<file path="src/timer_port_pkg.sv">
// Shared constants and types for the interval timer programming and readout port
package timer_port_pkg;

  // Port addresses on the two select pins
  localparam logic [1:0] PORT_COUNT0 = 2'h0;
  localparam logic [1:0] PORT_COUNT1 = 2'h1;
  localparam logic [1:0] PORT_COUNT2 = 2'h2;
  localparam logic [1:0] PORT_SETUP = 2'h3;

  // Control word field positions
  localparam int CW_SEL_HI = 7;
  localparam int CW_SEL_LO = 6;
  localparam int CW_ACC_HI = 5;
  localparam int CW_ACC_LO = 4;
  localparam int CW_MODE_HI = 3;
  localparam int CW_MODE_LO = 1;
  localparam int CW_BCD = 0;

  // Target select codes
  localparam logic [1:0] SEL_READBACK = 2'h3;

  // Byte access codes
  localparam logic [1:0] ACC_LATCH = 2'h0;
  localparam logic [1:0] ACC_LSB = 2'h1;
  localparam logic [1:0] ACC_MSB = 2'h2;
  localparam logic [1:0] ACC_WORD = 2'h3;

  localparam int NUM_COUNTERS = 3;
  localparam int DIGITS = 4;

  // Reset values of the per-counter and strobe decode state, and the zero fill byte
  localparam logic [1:0] RST_ACC = ACC_LSB;
  localparam logic [15:0] RST_COUNT = 16'h0000;
  localparam logic [7:0] RST_BYTE = 8'h00;
  localparam logic [7:0] ZERO_BYTE = 8'h00;

  typedef enum logic [2:0] {
    MODE_0 = 3'b000,
    MODE_1 = 3'b001,
    MODE_2 = 3'b010,
    MODE_3 = 3'b011,
    MODE_4 = 3'b100,
    MODE_5 = 3'b101
  } op_mode_t;

  typedef enum logic {
    PH_LOW = 1'b0,
    PH_HIGH = 1'b1
  } byte_phase_t;

  // Top mode bit is ignored once op_mode_bit1 is set
  function automatic op_mode_t decode_mode(input logic [2:0] bits);
    op_mode_t m;
    m = MODE_0;
    if (bits[1]) begin
      m = op_mode_t'({1'b0, bits[1:0]});
    end else begin
      m = op_mode_t'(bits);
    end
    return m;
  endfunction

endpackage

</file>
<file path="src/interval_timer_port.sv">
// Programming and readout front end of a three-counter interval timer
// Operation
// - Control and latch words only at address 11
// - Addresses 00/01/10 load counters 0/1/2
// - Top bits pick counter; 11 is read-back, dropped by this front end
// - Access field: latch, LSB, MSB, LSB-then-MSB
// - Lowest bit picks binary or BCD counting
// - New count leaves programmed mode untouched
// - No defined counter state before programming; reset here loads MODE_0, LSB access and a zero count
// - Access field 00 means latch command
// - Latch freezes count until fully read
// - Latch leaves mode and counting alone
// - Each counter keeps its own latch
// - Repeat latch before read is ignored
// - Reads follow format; other accesses may interleave
// - Separate read and write byte sequencing
// - Single-byte format zeroes other count byte
// - Strobes need chip select; control read idles
`timescale 1ns/100ps
`default_nettype none
module interval_timer_port
  import timer_port_pkg::*;
(
  input wire logic ref_clk_in,
  input wire logic sys_rst_in,
  input wire logic chip_sel_n_in,
  input wire logic read_n_in,
  input wire logic write_n_in,
  input wire logic port_select_hi_in,
  input wire logic port_select_lo_in,
  input wire logic [7:0] data_in,
  output logic [7:0] data_out,
  output logic data_oe_n_out,
  input wire logic [2:0] count_tick_in,
  input wire logic [2:0] count_gate_in,
  output logic [8:0] op_mode_out,
  output logic [2:0] bcd_mode_out,
  output logic [5:0] byte_access_out,
  output logic [47:0] count_value_out,
  output logic [2:0] latched_out
);

  logic wr_done;
  logic rd_active;
  logic rd_done;
  logic [1:0] addr;
  logic [7:0] wr_data;

  host_strobe_decode u_decode (
    .ref_clk_in(ref_clk_in),
    .sys_rst_in(sys_rst_in),
    .chip_sel_n_in(chip_sel_n_in),
    .read_n_in(read_n_in),
    .write_n_in(write_n_in),
    .port_select_hi_in(port_select_hi_in),
    .port_select_lo_in(port_select_lo_in),
    .data_in(data_in),
    .wr_done_out(wr_done),
    .rd_active_out(rd_active),
    .rd_done_out(rd_done),
    .addr_out(addr),
    .wr_data_out(wr_data)
  );

  // Control word fields
  logic [1:0] cw_sel;
  logic [1:0] cw_acc;
  logic [2:0] cw_mode_bits;
  logic cw_bcd;
  logic setup_wr;

  assign cw_sel = wr_data[CW_SEL_HI:CW_SEL_LO];
  assign cw_acc = wr_data[CW_ACC_HI:CW_ACC_LO];
  assign cw_mode_bits = wr_data[CW_MODE_HI:CW_MODE_LO];
  assign cw_bcd = wr_data[CW_BCD];
  // Read-back selector is not served by this front end; such words are dropped
  assign setup_wr = wr_done && (addr == PORT_SETUP) && (cw_sel != SEL_READBACK);

  wire [7:0] rd_byte [0:NUM_COUNTERS-1];

  genvar i;
  generate
    for (i = 0; i < NUM_COUNTERS; i = i + 1) begin : g_cnt
      // Format group: written only by a setup word
      logic [1:0] acc_ff, nxt_acc;
      op_mode_t mode_ff, nxt_mode;
      logic bcd_ff, nxt_bcd;

      // Load group: count register, write sequencing and counting element
      logic [15:0] count_register_ff, nxt_count_register;
      logic [15:0] ce_ff, nxt_ce;
      byte_phase_t wr_ph_ff, nxt_wr_ph;
      logic load_pend_ff, nxt_load_pend;

      // Readout group: output latch and read sequencing
      logic [15:0] output_latch_ff, nxt_output_latch;
      logic latched_ff, nxt_latched;
      byte_phase_t rd_ph_ff, nxt_rd_ph;
      logic [15:0] ce_dec;
      logic [7:0] rd_sel_byte;
      logic hit, prog, latch_cmd, cnt_wr, cnt_rd;

      count_step u_step (
        .value_in(ce_ff),
        .bcd_in(bcd_ff),
        .value_out(ce_dec)
      );

      // Per-counter strobes from the shared decode
      assign hit = setup_wr && (cw_sel == 2'(i));
      assign prog = hit && (cw_acc != ACC_LATCH);
      assign latch_cmd = hit && (cw_acc == ACC_LATCH);
      assign cnt_wr = wr_done && (addr == 2'(i));
      assign cnt_rd = rd_done && (addr == 2'(i));

      always_comb begin
        nxt_acc = acc_ff;
        nxt_mode = mode_ff;
        nxt_bcd = bcd_ff;

        // Latch commands and count writes never reach this group
        if (prog) begin
          nxt_acc = cw_acc;
          nxt_mode = decode_mode(cw_mode_bits);
          nxt_bcd = cw_bcd;
        end
      end

      always_ff @(posedge ref_clk_in) begin
        if (sys_rst_in) begin
          // Values are defined only so simulation starts clean; software must program first
          acc_ff <= RST_ACC;
          mode_ff <= MODE_0;
          bcd_ff <= 1'b0;
        end else begin
          acc_ff <= nxt_acc;
          mode_ff <= nxt_mode;
          bcd_ff <= nxt_bcd;
        end
      end

      always_comb begin
        nxt_count_register = count_register_ff;
        nxt_ce = ce_ff;
        nxt_wr_ph = wr_ph_ff;
        nxt_load_pend = load_pend_ff;

        // Transfer waits for a tick so both count bytes land together
        if (count_tick_in[i] && load_pend_ff) begin
          nxt_ce = count_register_ff;
          nxt_load_pend = 1'b0;
        end else if (count_tick_in[i] && count_gate_in[i]) begin
          nxt_ce = ce_dec;
        end

        if (prog) begin
          nxt_count_register = RST_COUNT;
          nxt_wr_ph = PH_LOW;
          nxt_load_pend = 1'b0;
        end else if (cnt_wr) begin
          // Mode and format are never touched by a count write
          unique case (acc_ff)
            ACC_MSB: begin
              nxt_count_register = {wr_data, ZERO_BYTE};
              nxt_load_pend = 1'b1;
            end
            ACC_WORD: begin
              if (wr_ph_ff == PH_LOW) begin
                nxt_count_register[7:0] = wr_data;
                nxt_wr_ph = PH_HIGH;
              end else begin
                nxt_count_register[15:8] = wr_data;
                nxt_wr_ph = PH_LOW;
                nxt_load_pend = 1'b1;
              end
            end
            default: begin
              nxt_count_register = {ZERO_BYTE, wr_data};
              nxt_load_pend = 1'b1;
            end
          endcase
        end
      end

      always_ff @(posedge ref_clk_in) begin
        if (sys_rst_in) begin
          count_register_ff <= RST_COUNT;
          ce_ff <= RST_COUNT;
          wr_ph_ff <= PH_LOW;
          load_pend_ff <= 1'b0;
        end else begin
          count_register_ff <= nxt_count_register;
          ce_ff <= nxt_ce;
          wr_ph_ff <= nxt_wr_ph;
          load_pend_ff <= nxt_load_pend;
        end
      end

      always_comb begin
        nxt_latched = latched_ff;
        nxt_rd_ph = rd_ph_ff;
        // Output latch follows the counting element unless frozen
        nxt_output_latch = latched_ff ? output_latch_ff : ce_ff;

        if (prog) begin
          nxt_latched = 1'b0;
          nxt_rd_ph = PH_LOW;
        end else if (latch_cmd) begin
          // A second latch before the read keeps the first capture
          if (!latched_ff) begin
            nxt_latched = 1'b1;
            nxt_output_latch = ce_ff;
          end
        end else if (cnt_rd) begin
          if (acc_ff == ACC_WORD && rd_ph_ff == PH_LOW) begin
            nxt_rd_ph = PH_HIGH;
          end else begin
            nxt_rd_ph = PH_LOW;
            nxt_latched = 1'b0;
          end
        end
      end

      always_ff @(posedge ref_clk_in) begin
        if (sys_rst_in) begin
          output_latch_ff <= RST_COUNT;
          latched_ff <= 1'b0;
          rd_ph_ff <= PH_LOW;
        end else begin
          output_latch_ff <= nxt_output_latch;
          latched_ff <= nxt_latched;
          rd_ph_ff <= nxt_rd_ph;
        end
      end

      // Byte presented on a read follows the programmed format
      always_comb begin
        rd_sel_byte = output_latch_ff[7:0];
        unique case (acc_ff)
          ACC_MSB: begin
            rd_sel_byte = output_latch_ff[15:8];
          end
          ACC_WORD: begin
            if (rd_ph_ff == PH_HIGH) begin
              rd_sel_byte = output_latch_ff[15:8];
            end
          end
          default: begin
            rd_sel_byte = output_latch_ff[7:0];
          end
        endcase
      end

      assign rd_byte[i] = rd_sel_byte;

      // Observation outputs, each straight from a register above
      assign op_mode_out[3*i+2:3*i] = mode_ff;
      assign bcd_mode_out[i] = bcd_ff;
      assign byte_access_out[2*i+1:2*i] = acc_ff;
      assign count_value_out[16*i+15:16*i] = ce_ff;
      assign latched_out[i] = latched_ff;
    end
  endgenerate

  // Data bus drive: registered, one cycle behind the decoded strobe
  // Registering the drive keeps the enable free of decode glitches
  logic [7:0] dout_ff, nxt_dout;
  logic oe_n_ff, nxt_oe_n;

  always_comb begin
    nxt_dout = ZERO_BYTE;
    nxt_oe_n = 1'b1;
    // A read at the control address leaves the bus undriven
    if (rd_active && addr != PORT_SETUP) begin
      nxt_dout = rd_byte[addr];
      nxt_oe_n = 1'b0;
    end
  end

  always_ff @(posedge ref_clk_in) begin
    if (sys_rst_in) begin
      dout_ff <= ZERO_BYTE;
      oe_n_ff <= 1'b1;
    end else begin
      dout_ff <= nxt_dout;
      oe_n_ff <= nxt_oe_n;
    end
  end

  assign data_out = dout_ff;
  assign data_oe_n_out = oe_n_ff;

endmodule
`default_nettype wire

</file>
<file path="src/host_strobe_decode.sv">
// Chip-select qualification and strobe edge decode for the host port
`timescale 1ns/100ps
`default_nettype none
module host_strobe_decode
  import timer_port_pkg::*;
(
  input wire logic ref_clk_in,
  input wire logic sys_rst_in,
  input wire logic chip_sel_n_in,
  input wire logic read_n_in,
  input wire logic write_n_in,
  input wire logic port_select_hi_in,
  input wire logic port_select_lo_in,
  input wire logic [7:0] data_in,
  output logic wr_done_out,
  output logic rd_active_out,
  output logic rd_done_out,
  output logic [1:0] addr_out,
  output logic [7:0] wr_data_out
);

  logic wr_act_ff, nxt_wr_act;
  logic rd_act_ff, nxt_rd_act;
  logic wr_done_ff, nxt_wr_done;
  logic rd_done_ff, nxt_rd_done;
  logic [1:0] addr_ff, nxt_addr;
  logic [7:0] wdata_ff, nxt_wdata;

  // Strobes count only with chip select low; data is taken at the strobe's end
  always_comb begin
    nxt_wr_act = !chip_sel_n_in && !write_n_in;
    nxt_rd_act = !chip_sel_n_in && !read_n_in;
    nxt_wr_done = wr_act_ff && !nxt_wr_act;
    nxt_rd_done = rd_act_ff && !nxt_rd_act;
    nxt_addr = addr_ff;
    nxt_wdata = wdata_ff;
    if (nxt_wr_act || nxt_rd_act) begin
      nxt_addr = {port_select_hi_in, port_select_lo_in};
    end
    if (nxt_wr_act) begin
      nxt_wdata = data_in;
    end
  end

  always_ff @(posedge ref_clk_in) begin
    if (sys_rst_in) begin
      wr_act_ff <= 1'b0;
      rd_act_ff <= 1'b0;
      wr_done_ff <= 1'b0;
      rd_done_ff <= 1'b0;
      addr_ff <= PORT_COUNT0;
      wdata_ff <= RST_BYTE;
    end else begin
      wr_act_ff <= nxt_wr_act;
      rd_act_ff <= nxt_rd_act;
      wr_done_ff <= nxt_wr_done;
      rd_done_ff <= nxt_rd_done;
      addr_ff <= nxt_addr;
      wdata_ff <= nxt_wdata;
    end
  end

  assign wr_done_out = wr_done_ff;
  assign rd_active_out = rd_act_ff;
  assign rd_done_out = rd_done_ff;
  assign addr_out = addr_ff;
  assign wr_data_out = wdata_ff;

endmodule
`default_nettype wire

</file>
<file path="src/count_step.sv">
// One down-count step of a counting element, plain binary or four decimal decades
`timescale 1ns/100ps
`default_nettype none
module count_step
  import timer_port_pkg::*;
(
  input wire logic [15:0] value_in,
  input wire logic bcd_in,
  output logic [15:0] value_out
);

  wire [DIGITS:0] borrow;
  wire [15:0] bcd_next;

  assign borrow[0] = 1'b1;

  // Each decade wraps 0 to 9 and borrows from the next one up
  genvar d;
  generate
    for (d = 0; d < DIGITS; d = d + 1) begin : g_digit
      wire [3:0] digit;
      assign digit = value_in[4*d+3:4*d];
      assign borrow[d+1] = borrow[d] && (digit == 4'h0);
      assign bcd_next[4*d+3:4*d] = !borrow[d] ? digit :
                                   (digit == 4'h0) ? 4'h9 : digit - 4'h1;
    end
  endgenerate

  assign value_out = bcd_in ? bcd_next : value_in - 16'h0001;

endmodule
`default_nettype wire

</file>
<file path="config.mk">
export PLATFORM = sky130hd
export DESIGN_NAME = interval_timer_port
export DESIGN_NICKNAME = d
export VERILOG_FILES = /design/src/timer_port_pkg.sv /design/src/interval_timer_port.sv /design/src/host_strobe_decode.sv /design/src/count_step.sv
export SDC_FILE = /design/constraint.sdc
export NUM_CORES = 1
export LEC_CHECK = 0
export BUFFER_PORTS_ARGS = -buffer_cell sky130_fd_sc_hd__buf_4
export CORE_ASPECT_RATIO = 1.1
export CORE_UTILIZATION = 53
export CTS_CLUSTER_SIZE = 16
export DETAILED_ROUTE_END_ITERATION = 8
export HOLD_SLACK_MARGIN = 0.03
export PLACE_DENSITY = 0.76
export SLEW_MARGIN = 0
export SYNTH_ARGS = -nofsm -noshare
export SYNTH_HDL_FRONTEND = slang
export SYNTH_SLANG_ARGS = --single-unit
</file>
<file path="constraint.sdc">
create_clock -name ref_clk_in -period 1.9 [get_ports ref_clk_in]
set_input_delay 0.475 -clock ref_clk_in [delete_from_list [all_inputs] [get_ports ref_clk_in]]
set_output_delay 0.475 -clock ref_clk_in [all_outputs]
set_load 0.01 [all_outputs]
</file>
After elaboration in Yosys (flattened, before gate mapping)
Cells that the tools add are included.
{"block": "totals", "register_bits": 197, "output_inout_bits": 78}
{"block": "classes", "addsub": 15, "magnitude_cmp": 1, "eq_ne": 31, "muxes": 89, "n_bitwise": 8, "reduce_logical": 93}
{"operator": "$mux W16", "count": 21}
{"operator": "$pmux W16 S2", "count": 3}
{"operator": "$mux W8", "count": 11}
{"operator": "$mux W4", "count": 21}
{"operator": "$logic_not A4 Y1", "count": 12}
{"operator": "$pmux W8 S2", "count": 3}
{"operator": "$reduce_and A2 Y1", "count": 24}
{"operator": "$sub A16 B1 Y16 const B", "count": 3}
{"operator": "$sub A4 B1 Y4 const B", "count": 12}
{"operator": "$logic_and A1 B1 Y1", "count": 37}
{"operator": "$mux W1", "count": 28}
{"operator": "$ne A3 B1 Y1 const B", "count": 9}
{"operator": "$ne A2 B2 Y1 const B", "count": 11}
{"operator": "$eq A2 B2 Y1 const B", "count": 9}
{"operator": "$bmux W8 S2", "count": 1}
{"operator": "$reduce_bool A2 Y1", "count": 7}
{"operator": "$reduce_or A2 Y1", "count": 4}
{"operator": "$not A1 Y1", "count": 7}
{"operator": "$logic_not A2 Y1", "count": 3}
{"operator": "$logic_not A1 Y1", "count": 5}
{"operator": "$eq A2 B1 Y1 const B", "count": 2}
{"operator": "$ge A3 B3 Y1 const B", "count": 1}
{"operator": "$mux W3", "count": 1}
{"operator": "$not A2 Y3", "count": 1}
{"operator": "$logic_or A1 B1 Y1", "count": 1}

Depth between registers and ports, before layout
{"block": "depth", "depth_word": 7, "ltp_mapped": 8}

By module
A second synthesis with hierarchy kept.
{"block": "hier_totals", "hier_cells": 1182, "hier_area_um2": 9743.1}
{"module": "interval_timer_port", "instances": 1, "cells_each": 936, "area_per_inst_um2": 7888.8, "seq_area_each_um2": 3663.5}
{"module": "count_step at g_cnt[0].u_step ...", "instances": 2, "cells_each": 62, "area_per_inst_um2": 432.9, "seq_area_each_um2": 0.0}
{"module": "host_strobe_decode", "instances": 1, "cells_each": 55, "area_per_inst_um2": 538.0, "seq_area_each_um2": 280.3}
{"module": "count_step at g_cnt[1].u_step", "instances": 1, "cells_each": 67, "area_per_inst_um2": 450.4, "seq_area_each_um2": 0.0}

Worst setup path after synthesis
OpenSTA, ideal clock, no wires.
{"block": "synth_path", "path_type": "register to register", "startpoint": "reg g_cnt[2].ce_ff[4]", "endpoint": "reg g_cnt[2].ce_ff[15]", "arrival_time_ps": 2021, "required_time_ps": 1826, "setup_slack_ps": -196, "path_stages_with_launch": 7, "synth_period_minus_slack_ps": 2096, "path_cell_list": "dfxtp_1 buf_6 nor4_4 a31oi_1 or4_1 or4_1 a31oi_1"}
{"block": "synth_via", "elab_chain_len": 5}
{"element": "start, declared", "line_no": "interval_timer_port.sv:91", "text": "logic [15:0] ce_ff, nxt_ce;"}
{"element": "start signal, assigned", "line_no": "interval_timer_port.sv:193", "text": "ce_ff <= nxt_ce;"}
{"element": "parallel branches: the longest is 5 deep, another holds $sub A16 B1 Y16"}
Several ways; the timed one is not identified. The select of a mux whose other input is x is not followed.
A chain may end at the register's enable or synchronous reset.

Final worst setup path
{"block": "layout_path", "startpoint": "reg g_cnt[2].ce_ff[1]", "endpoint": "reg g_cnt[2].ce_ff[15]"}
The elaborated chain is that of the path after synthesis.

==> metrics.yaml <==
maxSlewViolCount: 0
io-pin-count: 99
pre_cts_ws_ps: -65.1
drt_iter0_markers: 809
wl_per_cell_um: 18.1
netlist_instances: 1166
start_util: 0.550
synth_nets: 1193
synth.area.top_cells: "dfxtp_1, mux2i_1, a21oi_1, nand2_1, nor2_1"
ys_ff_latch: 197
fp.coreArea_sq_um: 17300
stdcell_area_sq_um: 11800
holdWs_ps: 228
hold_path_class: "input pin to flop"
rsz0062_at_grt: "true"
fin_cells: 1559
relSlewSlack: 0.375
antenna_found_initial: 0
grt_pass1_wl_um: 43600
multi_input_area_sq_um: 5160
final-seq-area_sq_um: 3960
synth_most_common_cell: "dfxtp_1"
path_class: "flop to flop"
ir_worst_vdd_uv: 655
worst_pin_slew_ps: 928
nets: 1339
yosys.area.top_type_share: 0.415
fin_setup_tns_ps: -186
finalCritPeriodShare: 1.07
max_stage_delay_ps: 520
worstPathCellList: "inv_4 -> ha_4 -> or3b_4 -> o31a_1 -> or4_4 -> a31oi_4"
start_kind: "flop"
drt_pass1_iterations: 8
dp_hpwl_um: 19400
power_leakage_nw: 4.52
setup_viol: 3
ys_seq_area_frac: 0.415
syn_avg_cell_area_sq_um: 8.14
n_antenna_cell: 0
cts_root_buf: "clkbuf_16"
portBuffers: 98
grt_pass1_vias: 8402
cts_tree: "yes"
crit_slowest_cell: "or4_4"
path_max_fanout: 4
grt_max_degree: 44
place_congestion: 0.904
finalWorstSetupSlack_ps: -129
rows: 50
synthArstFlopShare: 0
powerDensity_nw_per_um2: 871
final_antenna_net_count: 0
grt_util_all_layers: 0.305
syn_area_sq_um: 9490
synthTopCellsByCount: "dfxtp_1, nand2_1, nor2_1"
n_fill_cell: 1434
dp.cells: 1518
fp.dieW_um: 130
violations: "negative setup slack"
status: "complete, but fails checks"
required_ps: 2260
vias: 9360
critPathArrivalTime_ps: 2390
overflow: 0
die_area_sq_um: 18500
finalWirelength_um: 28200
maxCapViolCount: 0
yosys_most_used_dff: "dfxtp_1"
clkSlewWorstSetupHoldPaths_ps: 70
yosys.area.top_type: "dfxtp_1"
dpl_cell_area_sq_um: 11100
fin_util: 0.685
cts_made_buffers: 17
clock_path_buffers: 2
hold_viol: 0
ys_warn_count: 0
skew_ps: 8.06
clock-sinks: 197
finalCriticalPeriod_ps: 2030
synth_edf_count: 0
fmax_mhz: 493
htree_num_levels: 4
p_total_mw: 10.3
cts_hold_buf: 0
die_h_um: 142
drc_errors: 0
synthToLayoutAreaGrowth_pct: 24.6
worstSkewPairLatency_ps: 440
vias_per_cell: 6.00
setup.worst_path.end_class: "flop"
drive_gt1_frac: 0.238
synth_cell_types: 63
## critical path: cells and delay by family, from the launching register on
kind                       cells  cell delay [ps]
and+or+nand+nor                2              920
AOI/OAI and AO/OA              2              460
buffers and inverters          1               70
adders and majority gates      1              130
DFF                            1              370
## power by group
group / switching, mW / leakage [nW] / internal (mW)
Combinational: 1.07 / 2.62 / 0.990
Clock: 1.65 / 0.297 / 2.09
Sequential: 0.206 / 1.60 / 4.30
Total: 2.93 / 4.52 / 7.38
## metal layers
layer	GRT usage	vias to the layer above	share of wire
li1	-	4462	-
met1	0.388	4386	0.42
met2	0.503	423	0.48
met3	0.0541	89	0.069
met4	0.135	0	0.038
met5	0	-	0
## timing repair
action	in CTS	in global routing
setup buffers	2	7
gates cloned	0	0
gates resized for setup	9	24
setup endpoints to repair	6	21
pin swaps	5	9
## area by class of cell
type | instances | area share
Clock inverter | 14 | 0.0149
Sequential cell | 197 | 0.334
Tap cell | 234 | 0.0247
Clock buffer | 18 | 0.0363
Inverter | 30 | 0.00973
Timing Repair Buffer | 220 | 0.144
Multi-Input combinational cell | 846 | 0.436
## placed cells by master (no fill, tap or decap), types with 11 or more instances in the layout
master,instances
inv_1,28
a21oi_1,118
nand2_1,129
o211ai_1,29
o21ai_0,50
dfxtp_1,189
nand3_1,68
a211oi_1,15
nor2_1,124
nor3_1,29
mux2_2,14
o21a_1,11
buf_4,215
clkbuf_16,17
mux2i_1,73
nand2b_1,19
a31oi_1,15
## cells by family (layout without fill, tap and decap cells)
kind of cell             after synthesis  in the layout  synth area share
AO/OA/AOI/OAI                        324            324             0.216
XOR/XNOR                               4              4           0.00369
adder cells (fa/ha/maj)                6              6           0.00791
buffers and inverters                123            282            0.0548
flip-flops                           197            197             0.415
multiplexers                          87             87            0.0936
AND/OR/NAND/NOR                      425            425             0.208
## worst paths after layout
check	startpoint	end	slack, ps	cells past startpoint
worst min register to register	g_cnt[2].count_register_ff[0]	g_cnt[2].count_register_ff[0]	450	2
worst max register to register	g_cnt[2].ce_ff[1]	g_cnt[2].ce_ff[15]	-130	6
worst max-delay path	g_cnt[2].ce_ff[1]	g_cnt[2].ce_ff[15]	-130	6
worst min-delay path	read_n_in	u_decode.rd_active_out	230	2
Note: power is estimated with default switching activity, not from simulation.
